<file path="config.mk">
export PLATFORM = sky130hd
export DESIGN_NAME = mtx_top
export DESIGN_NICKNAME = d
export VERILOG_FILES = /design/src/core/mtx_pkg.sv /design/src/core/mtx_top.sv
export SDC_FILE = /design/constraint.sdc
export NUM_CORES = 1
export LEC_CHECK = 0
export ABC_AREA = 0
export BUFFER_PORTS_ARGS = -buffer_cell sky130_fd_sc_hd__buf_2
export CAP_MARGIN = 20
export CORE_MARGIN = 1
export CORE_UTILIZATION = 45
export DETAILED_ROUTE_END_ITERATION = 10
export PLACE_DENSITY = 0.65
export SLEW_MARGIN = 40
export SYNTH_ARGS = -nofsm -noshare
export SYNTH_HDL_FRONTEND = slang
export SYNTH_SLANG_ARGS = --single-unit
export TNS_END_PERCENT = 20
</file>
<file path="constraint.sdc">
create_clock -name CLK_SYS -period 8.55 [get_ports CLK_SYS]
set_input_delay 0.4275 -clock CLK_SYS [delete_from_list [all_inputs] [get_ports CLK_SYS]]
set_output_delay 0.4275 -clock CLK_SYS [all_outputs]
set_load 0.02 [all_outputs]
</file>
<file path="src/core/mtx_pkg.sv">
// Constants, types and reset state of the modem transmit character engine
package mtx_pkg;

  // ----------------------------------------------------------------------
  // Register word indices (byte address is four times the index)
  // ----------------------------------------------------------------------
  localparam logic [9:0] IDX_RESET  = 10'h001;
  localparam logic [9:0] IDX_GCTRL  = 10'h0e0;
  localparam logic [9:0] IDX_TXMODE = 10'h0e1;
  localparam logic [9:0] IDX_RXMODE = 10'h0e2;
  localparam logic [9:0] IDX_TXDATA = 10'h0e3;
  localparam logic [9:0] IDX_STATUS = 10'h0e6;

  // ----------------------------------------------------------------------
  // Field positions
  // ----------------------------------------------------------------------
  localparam int GC_PSAVE = 8;   // Powersave
  localparam int GC_EQ    = 10;  // Transmit equaliser enable
  localparam int TXM_PEVN = 0;   // Even parity when set
  localparam int TXM_PEN  = 1;   // Parity bit present
  localparam int TXM_DBL  = 2;   // Data bits minus five, two bits
  localparam int TXM_FMT  = 4;   // Character format, two bits
  localparam int TXM_STP2 = 6;   // Two stop bits
  localparam int TXM_TONE = 8;   // Tone select, four bits
  localparam int MODE_LSB = 12;  // Mode field, four bits
  localparam int ST_DTMF  = 5;
  localparam int ST_T1    = 6;
  localparam int ST_T2    = 7;
  localparam int ST_BOTH  = 10;
  localparam int ST_UNDF  = 11;
  localparam int ST_RDY   = 12;
  localparam int ST_RING  = 14;

  // ----------------------------------------------------------------------
  // Mode and format codes
  // ----------------------------------------------------------------------
  localparam logic [3:0] TXMD_B103      = 4'h1;
  localparam logic [3:0] TXMD_V23_1200  = 4'h2;
  localparam logic [3:0] TXMD_V23_75    = 4'h3;
  localparam logic [3:0] TXMD_B202_1200 = 4'h4;
  localparam logic [3:0] TXMD_B202_150  = 4'h5;
  localparam logic [3:0] TXMD_DTMF      = 4'h6;
  localparam logic [3:0] TXMD_TONE      = 4'h7;
  localparam logic [3:0] TXMD_USER      = 4'h8;
  localparam logic [3:0] RXMD_DTMF      = 4'h4;
  localparam logic [3:0] RXMD_ANS       = 4'h5;
  localparam logic [3:0] RXMD_CPROG     = 4'h6;
  localparam logic [3:0] RXMD_PAIR      = 4'h7;
  localparam logic [1:0] FMT_SYNC       = 2'h0;
  localparam logic [1:0] FMT_ASYNC      = 2'h1;
  localparam logic [1:0] FMT_ALT        = 2'h2;
  localparam logic [1:0] FMT_MARK       = 2'h3;

  // ----------------------------------------------------------------------
  // Timing
  // ----------------------------------------------------------------------
  localparam int unsigned CLK_HZ    = 125_000_000;
  localparam int unsigned RATE_300  = 300;
  localparam int unsigned RATE_1200 = 1200;
  localparam int unsigned RATE_75   = 75;
  localparam int unsigned RATE_150  = 150;

  typedef enum logic [4:0] {
    TS_IDLE  = 5'b00001,
    TS_START = 5'b00010,
    TS_DATA  = 5'b00100,
    TS_PAR   = 5'b01000,
    TS_STOP  = 5'b10000
  } mtx_tx_state_t;

  typedef struct packed {
    logic [15:0]   gc;
    logic [15:0]   txm;
    logic [15:0]   rxm;
    logic [15:0]   stat;
    logic [7:0]    dreg;
    logic [7:0]    sbuf;
    logic          pend;
    logic          seen;
    logic          ready;
    logic          undf;
    logic          ser;
    logic          stop2;
    logic          fsk_en;
    logic          eq_en;
    logic          tone_en;
    logic          ack;
    logic [3:0]    rx_mode;
    mtx_tx_state_t st;
    logic [2:0]    bitn;
    logic [20:0]   div;
    logic [31:0]   rdat;
  } mtx_state_t;

  localparam logic [15:0] STAT_RESET = 16'h1000;
  localparam mtx_state_t ST_RESET = '{st: TS_IDLE, ser: 1'b1, ready: 1'b1,
                                      stat: STAT_RESET, default: '0};
endpackage

</file>
<file path="src/core/mtx_top.sv">
// Modem transmit character engine with status flags and Wishbone slave
//
// The implementer's own choices: the register addresses and the Wishbone register port.
module mtx_top #(
  parameter int unsigned BIT_DIV_300  = mtx_pkg::CLK_HZ / mtx_pkg::RATE_300,
  parameter int unsigned BIT_DIV_1200 = mtx_pkg::CLK_HZ / mtx_pkg::RATE_1200,
  parameter int unsigned BIT_DIV_75   = mtx_pkg::CLK_HZ / mtx_pkg::RATE_75,
  parameter int unsigned BIT_DIV_150  = mtx_pkg::CLK_HZ / mtx_pkg::RATE_150
) (
  input  wire logic        CLK_SYS,
  input  wire logic        RST_N,
  input  wire logic        WB_CYC_I,
  input  wire logic        WB_STB_I,
  input  wire logic        WB_WE_I,
  input  wire logic [11:0] WB_ADR_I,
  input  wire logic [3:0]  WB_SEL_I,
  input  wire logic [31:0] WB_DAT_I,
  output logic      [31:0] WB_DAT_O,
  output logic             WB_ACK_O,
  input  wire logic        RING_IN,
  input  wire logic        DET_DTMF,
  input  wire logic        DET_TONE1,
  input  wire logic        DET_TONE2,
  input  wire logic        DET_CPROG,
  input  wire logic        DET_ANS_2225,
  input  wire logic        DET_ANS_2100,
  output logic             TX_SER,
  output logic             TX_FSK_EN,
  output logic      [3:0]  TX_FSK_MODE,
  output logic             TX_EQ_EN,
  output logic             TX_TONE_EN,
  output logic      [3:0]  TX_TONE_SEL,
  output logic      [3:0]  RX_MODE,
  output logic             POWER_SAVE
);

  mtx_pkg::mtx_state_t s_r;
  mtx_pkg::mtx_state_t s_nxt;
  logic                xfer_c;
  logic                load_c;

  // ----------------------------------------------------------------------
  // Helper functions
  // ----------------------------------------------------------------------

  // Bit period in clocks for an FSK transmit mode
  function automatic logic [20:0] div_sel(input logic [3:0] m);
    case (m)
      mtx_pkg::TXMD_B103:      div_sel = 21'(BIT_DIV_300);
      mtx_pkg::TXMD_V23_75:    div_sel = 21'(BIT_DIV_75);
      mtx_pkg::TXMD_B202_150:  div_sel = 21'(BIT_DIV_150);
      default:                 div_sel = 21'(BIT_DIV_1200);
    endcase
  endfunction

  // Mode uses the FSK modulator
  function automatic logic is_fsk(input logic [3:0] m);
    is_fsk = (m >= mtx_pkg::TXMD_B103) && (m <= mtx_pkg::TXMD_B202_150);
  endfunction

  // Mode runs at 1200 bit/s
  function automatic logic is_1200(input logic [3:0] m);
    is_1200 = (m == mtx_pkg::TXMD_V23_1200) ||
              (m == mtx_pkg::TXMD_B202_1200);
  endfunction

  // ----------------------------------------------------------------------
  // Next-state logic
  // ----------------------------------------------------------------------

  // Bus slave, bit timer, character engine and status
  always_comb begin
    logic        go;
    logic        wr;
    logic        psave;
    logic        active;
    logic [3:0]  txmode;
    logic [1:0]  fmt;
    logic [2:0]  last;
    logic [2:0]  nbit;
    logic [7:0]  nb;
    logic [7:0]  mask;
    logic [20:0] per;
    s_nxt  = s_r;
    xfer_c = 1'b0;
    load_c = 1'b0;
    go     = WB_CYC_I & WB_STB_I & ~s_r.ack;
    wr     = go & WB_WE_I;
    psave  = s_r.gc[mtx_pkg::GC_PSAVE];
    txmode = s_r.txm[mtx_pkg::MODE_LSB +: 4];
    fmt    = s_r.txm[mtx_pkg::TXM_FMT +: 2];
    last   = 3'd4 + {1'b0, s_r.txm[mtx_pkg::TXM_DBL +: 2]};
    nbit   = s_r.bitn + 3'd1;
    nb     = s_r.pend ? s_r.dreg : s_r.sbuf;
    mask   = 8'hff >> (2'd3 - s_r.txm[mtx_pkg::TXM_DBL +: 2]);
    per    = div_sel(txmode);
    active = is_fsk(txmode) & ~psave;

    // Single-cycle acknowledge; unmapped reads return zero
    s_nxt.ack  = go;
    s_nxt.rdat = 32'h0;
    if (go && !WB_WE_I && WB_ADR_I[11:2] == mtx_pkg::IDX_STATUS) begin
      s_nxt.rdat = {16'h0, s_r.stat};
    end

    // Register writes honour byte lanes; the reset command clears regardless of them
    if (wr) begin
      case (WB_ADR_I[11:2])
        mtx_pkg::IDX_GCTRL: begin
          if (WB_SEL_I[0]) s_nxt.gc[7:0] = WB_DAT_I[7:0];
          if (WB_SEL_I[1]) s_nxt.gc[15:8] = WB_DAT_I[15:8];
        end
        mtx_pkg::IDX_TXMODE: begin
          if (WB_SEL_I[0]) s_nxt.txm[7:0] = WB_DAT_I[7:0];
          if (WB_SEL_I[1]) s_nxt.txm[15:8] = WB_DAT_I[15:8];
        end
        mtx_pkg::IDX_RXMODE: begin
          if (WB_SEL_I[0]) s_nxt.rxm[7:0] = WB_DAT_I[7:0];
          if (WB_SEL_I[1]) s_nxt.rxm[15:8] = WB_DAT_I[15:8];
        end
        mtx_pkg::IDX_TXDATA: begin
          if (WB_SEL_I[0]) begin
            s_nxt.dreg  = WB_DAT_I[7:0];
            s_nxt.pend  = 1'b1;
            s_nxt.ready = 1'b0;
            s_nxt.undf  = 1'b0;
          end
        end
        mtx_pkg::IDX_RESET: begin
          s_nxt.gc  = 16'h0;
          s_nxt.txm = 16'h0;
          s_nxt.rxm = 16'h0;
        end
        default: begin
        end
      endcase
    end

    // Bit period timer, idle at mark while not in an FSK mode or in powersave
    if (!active) begin
      s_nxt.div   = 21'h0;
      s_nxt.st    = mtx_pkg::TS_IDLE;
      s_nxt.ser   = 1'b1;
      s_nxt.bitn  = 3'h0;
      s_nxt.stop2 = 1'b0;
    end else if (s_r.div >= per - 21'h1) begin
      s_nxt.div = 21'h0;
      case (fmt)
        mtx_pkg::FMT_ALT: begin
          s_nxt.st  = mtx_pkg::TS_IDLE;
          s_nxt.ser = ~s_r.ser;
        end
        mtx_pkg::FMT_MARK: begin
          s_nxt.st  = mtx_pkg::TS_IDLE;
          s_nxt.ser = 1'b1;
        end
        mtx_pkg::FMT_SYNC: begin
          if (s_r.st != mtx_pkg::TS_DATA || s_r.bitn == 3'd7) begin
            xfer_c     = 1'b1;
            s_nxt.st   = mtx_pkg::TS_DATA;
            s_nxt.bitn = 3'h0;
            s_nxt.ser  = nb[0];
          end else begin
            s_nxt.bitn = nbit;
            s_nxt.ser  = s_r.sbuf[nbit];
          end
        end
        default: begin
          case (s_r.st)
            mtx_pkg::TS_START: begin
              s_nxt.st   = mtx_pkg::TS_DATA;
              s_nxt.bitn = 3'h0;
              s_nxt.ser  = s_r.sbuf[0];
            end
            mtx_pkg::TS_DATA: begin
              if (s_r.bitn == last) begin
                s_nxt.stop2 = 1'b0;
                if (s_r.txm[mtx_pkg::TXM_PEN]) begin
                  s_nxt.st  = mtx_pkg::TS_PAR;
                  s_nxt.ser = (^(s_r.sbuf & mask)) ^
                              ~s_r.txm[mtx_pkg::TXM_PEVN];
                end else begin
                  s_nxt.st  = mtx_pkg::TS_STOP;
                  s_nxt.ser = 1'b1;
                end
              end else begin
                s_nxt.bitn = nbit;
                s_nxt.ser  = s_r.sbuf[nbit];
              end
            end
            mtx_pkg::TS_PAR: begin
              s_nxt.st    = mtx_pkg::TS_STOP;
              s_nxt.ser   = 1'b1;
              s_nxt.stop2 = 1'b0;
            end
            default: begin
              if (s_r.st == mtx_pkg::TS_STOP &&
                  s_r.txm[mtx_pkg::TXM_STP2] && !s_r.stop2) begin
                s_nxt.stop2 = 1'b1;
                s_nxt.ser   = 1'b1;
              end else begin
                xfer_c = 1'b1;
                if (s_r.pend) begin
                  s_nxt.st  = mtx_pkg::TS_START;
                  s_nxt.ser = 1'b0;
                end else begin
                  s_nxt.st  = mtx_pkg::TS_IDLE;
                  s_nxt.ser = 1'b1;
                end
              end
            end
          endcase
        end
      endcase
    end else begin
      s_nxt.div = s_r.div + 21'h1;
    end

    // Register-to-buffer transfer; a same-cycle data write keeps pend set and ready clear
    if (xfer_c) begin
      if (s_r.pend) begin
        load_c      = 1'b1;
        s_nxt.sbuf  = s_r.dreg;
        s_nxt.seen  = 1'b1;
        s_nxt.ready = 1'b1;
        if (!(wr && WB_ADR_I[11:2] == mtx_pkg::IDX_TXDATA && WB_SEL_I[0]))
        begin
          s_nxt.pend = 1'b0;
        end else begin
          s_nxt.ready = 1'b0;
        end
      end else if (s_r.seen) begin
        s_nxt.undf = 1'b1;
      end
    end

    // Path enables for modulator, equaliser and tone generator
    s_nxt.fsk_en  = active;
    s_nxt.eq_en   = active & is_1200(txmode) &
                    s_r.gc[mtx_pkg::GC_EQ];
    s_nxt.tone_en = ~psave & (txmode >= mtx_pkg::TXMD_DTMF) &
                    (txmode <= mtx_pkg::TXMD_USER);
    s_nxt.rx_mode = psave ? 4'h0 : s_r.rxm[mtx_pkg::MODE_LSB +: 4];

    // Status word: only the selected receive mode's detectors report, ring survives powersave
    s_nxt.stat = 16'h0;
    s_nxt.stat[mtx_pkg::ST_RDY]  = s_nxt.ready;
    s_nxt.stat[mtx_pkg::ST_UNDF] = s_nxt.undf;
    s_nxt.stat[mtx_pkg::ST_RING] = RING_IN;
    case (s_nxt.rx_mode)
      mtx_pkg::RXMD_DTMF: begin
        s_nxt.stat[mtx_pkg::ST_DTMF] = DET_DTMF;
      end
      mtx_pkg::RXMD_PAIR: begin
        s_nxt.stat[mtx_pkg::ST_T1]   = DET_TONE1;
        s_nxt.stat[mtx_pkg::ST_T2]   = DET_TONE2;
        s_nxt.stat[mtx_pkg::ST_BOTH] = DET_TONE1 & DET_TONE2;
      end
      mtx_pkg::RXMD_CPROG: begin
        s_nxt.stat[mtx_pkg::ST_BOTH] = DET_CPROG;
      end
      mtx_pkg::RXMD_ANS: begin
        s_nxt.stat[mtx_pkg::ST_T1] = DET_ANS_2225;
        s_nxt.stat[mtx_pkg::ST_T2] = DET_ANS_2100;
      end
      default: begin
      end
    endcase
  end

  // ----------------------------------------------------------------------
  // State register and outputs
  // ----------------------------------------------------------------------

  // Synchronous active-low reset
  always_ff @(posedge CLK_SYS) begin
    if (!RST_N) begin
      s_r <= mtx_pkg::ST_RESET;
    end else begin
      s_r <= s_nxt;
    end
  end

  // Ports come straight from the state register
  assign WB_DAT_O    = s_r.rdat;
  assign WB_ACK_O    = s_r.ack;
  assign TX_SER      = s_r.ser;
  assign TX_FSK_EN   = s_r.fsk_en;
  assign TX_FSK_MODE = s_r.txm[mtx_pkg::MODE_LSB +: 4];
  assign TX_EQ_EN    = s_r.eq_en;
  assign TX_TONE_EN  = s_r.tone_en;
  assign TX_TONE_SEL = s_r.txm[mtx_pkg::TXM_TONE +: 4];
  assign RX_MODE     = s_r.rx_mode;
  assign POWER_SAVE  = s_r.gc[mtx_pkg::GC_PSAVE];

  // ----------------------------------------------------------------------
  // Assertions
  // ----------------------------------------------------------------------

  a_ready_on_load: assert property (
    @(posedge CLK_SYS) disable iff (!RST_N)
    load_c |=> s_r.ready == !s_r.pend &&
               s_r.stat[mtx_pkg::ST_RDY] == s_r.ready)
    else $error("ready not set after buffer load");

  a_ready_clear_wr: assert property (
    @(posedge CLK_SYS) disable iff (!RST_N)
    (WB_CYC_I && WB_STB_I && WB_WE_I && !s_r.ack && WB_SEL_I[0] &&
     WB_ADR_I[11:2] == mtx_pkg::IDX_TXDATA && !xfer_c) |=> !s_r.ready)
    else $error("ready not cleared by data write");

  a_underflow_set: assert property (
    @(posedge CLK_SYS) disable iff (!RST_N)
    (xfer_c && !s_r.pend && s_r.seen) |=>
      s_r.undf && s_r.stat[mtx_pkg::ST_UNDF])
    else $error("underflow not flagged");

  a_sync_lsb_first: assert property (
    @(posedge CLK_SYS) disable iff (!RST_N)
    (xfer_c && s_r.txm[5:4] == mtx_pkg::FMT_SYNC) |=> s_r.ser == s_r.sbuf[0])
    else $error("sync word not sent lsb first");

  a_start_bit_low: assert property (
    @(posedge CLK_SYS) disable iff (!RST_N)
    (s_r.st == mtx_pkg::TS_START) |-> !s_r.ser)
    else $error("start bit not low");

  a_async_mark_idle: assert property (
    @(posedge CLK_SYS) disable iff (!RST_N)
    (s_r.txm[5:4] == mtx_pkg::FMT_ASYNC &&
     (s_r.st == mtx_pkg::TS_IDLE || s_r.st == mtx_pkg::TS_STOP)) |-> s_r.ser)
    else $error("line not at stop level");

  a_eq_gate: assert property (
    @(posedge CLK_SYS) disable iff (!RST_N)
    $rose(TX_EQ_EN) |-> $past(s_r.gc[mtx_pkg::GC_EQ]) && TX_FSK_EN)
    else $error("equaliser enabled without control bit");

  a_psave_quiet: assert property (
    @(posedge CLK_SYS) disable iff (!RST_N)
    s_r.gc[mtx_pkg::GC_PSAVE] |=> !TX_FSK_EN && !TX_TONE_EN &&
                                  RX_MODE == 4'h0 && s_r.stat[10:5] == 6'h0)
    else $error("powersave left a function running");

  a_dtmf_status: assert property (
    @(posedge CLK_SYS) disable iff (!RST_N)
    (s_nxt.rx_mode == mtx_pkg::RXMD_DTMF) |=>
      s_r.stat[mtx_pkg::ST_DTMF] == $past(DET_DTMF))
    else $error("dtmf status bit wrong");

endmodule

</file>
==> flow_metrics.tcl <==
set metrics [dict create \
    outcome "complete, no violations" \
    nNetsFinal 709 \
    combPwrFrac 0.042 \
    yosysTopAreaCellShare 0.3740 \
    place.gp.congestion 0.8118 \
    clkTransAtPathRegs_ns 0.10 \
    hold_class "input pin to flop" \
    drv_slew 0 \
    overflow 0 \
    cp_num_cells 13 \
    path_max_fanout 18 \
    synth_flop_cell "dfxtp_1" \
    utilization 0.5092 \
    dieArea_mm2 0.01137 \
    crit_type "flop to flop" \
    final_hold_viol_count 0 \
    nFillCells 1005 \
    postCtsHoldBufs 0 \
    crit_path_start "TX_FSK_MODE[3]" \
    grt_first_pass_wirelength_um 16730 \
    cts_made_buffers 9 \
    fin_crit_sh 0.4153 \
    drt-total-wl_um 9959 \
    core-area_mm2 0.01046 \
    setup_viol 0 \
    drc 0 \
    cp_common_cell "inv_1" \
    clock-sinks 92 \
    maxCapViolations 0 \
    tightest_slew_ns 0.8055 \
    max-vdd-ir-drop_v 0.0001021 \
    clkPwrFrac 0.382 \
    p_sw_mw 0.1926 \
    antenna_found_initial 0 \
    cp_top_family "simple AND/OR/NAND/NOR gates" \
    end_kind "flop" \
    min_period_ns 3.551 \
    clock_latency_ns 0.38 \
    path_buf_inv 2 \
    drive_gt1_frac 0.1447 \
    pre_cts_ws_ns 4.994 \
    crit_arrival_ns 3.86 \
    cts_resized 0 \
    grt_pass1_vias 3690 \
    start_kind "flop" \
    worst-endpoint-required_ns 8.86 \
    grt_max_degree 55 \
    tns_ns 0 \
    ant_nets 0 \
    first_pass_iters 4 \
    timing.rr.end "s_r[103]" \
    relSlewSlack 0.4630 \
    postLayoutSetupSlackWorst_ns 4.999 \
    layout_common_cells "dfxtp_1 (92), nand2_1 (73), buf_2 (64)" \
    seq_area_frac_synth 0.3740 \
    fin_worst_skew_ns 0.01640 \
    synth_area_per_cell_um2 8.447 \
    r2r_cells 13 \
    row_count 37 \
    yosys.area.top_type "dfxtp_1" \
    power_mw 0.7448 \
    switching_share 0.2586 \
    multiInputGateArea_mm2 0.002745 \
    yosys_warnings 0 \
    slowest_delay_ns 0.59 \
    r2r_slack_ns 5.00 \
    vias_per_cell 5.078 \
    crit_slowest_cell "or4b_1" \
    synth_area_leaders "dfxtp_1 (37%), buf_4 (6.7%), ha_1 (6.4%)" \
    rsz0062_at_grt "no" \
    powerDensity_mw_per_mm2 139.8 \
    layout_commonest_cell "dfxtp_1" \
    synth_area_mm2 0.004925 \
    yosys_register_bits 92 \
    io-pin-count 110 \
    htreeDepth 3 \
    dieWidth_um 106.6 \
    die_h_um 106.6 \
    async_flop_share 0 \
    syn_inst 583 \
    regArea_mm2 0.001842 \
    clock.fmax_mhz 281.6 \
    cellLeakagePower_nw 2.155 \
    drtIter0Drc 191 \
    grt_usage 0.1846 \
    hpwlAfterDp_um 7498 \
    wl_per_cell_um 13.02 \
    cts_tree "yes" \
    area_delta_synth_final_pct 8.181 \
    yosysUniqueCellTypes 56 \
    intPower_mw 0.5521 \
    crit_path_end "s_r[103]" \
    post_cts_buffers 0 \
    diodes 0 \
    initial_core_util 0.4707 \
    clk_path_buf_depth 2 \
    synth_edf_count 0 \
    via_count 3885 \
    path_cells "nand2b_1, nor2_1, and2_1, inv_1, nand2_1, inv_1, ha_1, nand4_1, or4b_1, o31ai_4, o2111ai_2, and3b_1, a21oi_1" \
    cts_root_buf "clkbuf_8" \
    pwr-share-seq 0.576 \
    reg2reg_from "TX_FSK_MODE[3]" \
    port_buffers 64 \
]
[through the flow]
| stage | std cells | instance area [µm²] | hold slack, ns |
|---|---|---|---|
| floorplan | 608 | 5019 | 0.4057 |
| global placement | 748 | 5117 | 0.4110 |
| detailed placement | 749 | 5141 | 0.4144 |
| CTS | 765 | 5328 | 0.2438 |
| global route | 765 | 5328 | 0.2460 |
| finish | 765 | 5328 | 0.2533 |
[how the worst min path moves through the flow]
stage / start / slack, ns / cells past startpoint / endpoint
finish: RING_IN / 0.25 / 2 / s_r[105]
global route: RING_IN / 0.25 / 2 / s_r[105]
CTS: RING_IN / 0.24 / 2 / s_r[105]
detailed placement: s_r[97] / 0.41 / 1 / WB_DAT_O[6]
global placement: s_r[97] / 0.41 / 1 / WB_DAT_O[6]
floorplan: s_r[101] / 0.41 / 1 / WB_DAT_O[10]
[kinds of logic (layout without fill, tap and decap cells)]
family / Yosys count / in the layout / share of synthesized area
fa+ha+maj: 25 / 25 / 0.06352
xor+xnor: 31 / 31 / 0.05513
compound gates: 77 / 77 / 0.1042
other cells: 1 / 26 / 0.0007615
flops: 92 / 92 / 0.3740
simple gates: 260 / 260 / 0.2594
mux: 23 / 23 / 0.05183
buf+inv: 74 / 95 / 0.09121
[power by group through the flow]
| stage | Combinational, mW | Clock, mW | Sequential [mW] |
|---|---|---|---|
| floorplan | 0.0266 | 0 | 0.439 |
| global placement | 0.0301 | 0 | 0.439 |
| detailed placement | 0.0309 | 0 | 0.439 |
| CTS | 0.0309 | 0.295 | 0.429 |
| global route | 0.0343 | 0.310 | 0.429 |
| finish | 0.0313 | 0.285 | 0.429 |
[cell usage after synthesis, drive strengths merged (4+ instances only)]
master  instances
mux2i          21
nor3            9
xnor2          21
a211oi          4
a21oi          14
nor2b          19
ha             25
a21boi         13
nand2          73
and3            8
and2           27
dfxtp          92
nand2b          8
inv            13
o21ai          29
clkbuf         10
nor2           58
nand3          35
xor2           10
nand4           7
buf            50
[routing by layer]
layer	share of wire	up-vias	GRT usage	wire length [µm]
met5	0	-	0	0
met1	0.47	1801	0.2282	4686
li1	-	1992	-	-
met2	0.48	84	0.3115	4763
met4	0.010	0	0.05773	104
met3	0.041	8	0.04985	405
[final cells by class]
type | count | share of cell area
timing repair buffer | 65 | 0.06224
sequential | 92 | 0.3457
multi-input combinational | 442 | 0.5153
clock inverter | 7 | 0.01174
inverter | 14 | 0.009864
clock buffer | 9 | 0.02325
tap | 136 | 0.03194
[worst register-to-register path, delay by kind of cell, from the launching register on]
kind                       cells  cell delay [ns]
and+or+nand+nor                7             1.80
AOI/OAI and AO/OA              3             0.87
buffers and inverters          2             0.16
adders and majority gates      1             0.27
DFF                            1             0.37
[flip-flops by register name, summed over array words and instances, names as in the netlist, 4 cells and up]
register / count
RX_MODE: 4
TX_FSK_MODE: 4
TX_TONE_SEL: 4
WB_DAT_O: 7
s_r: 67
No activity file was read; power rests on OpenSTA's default activity.
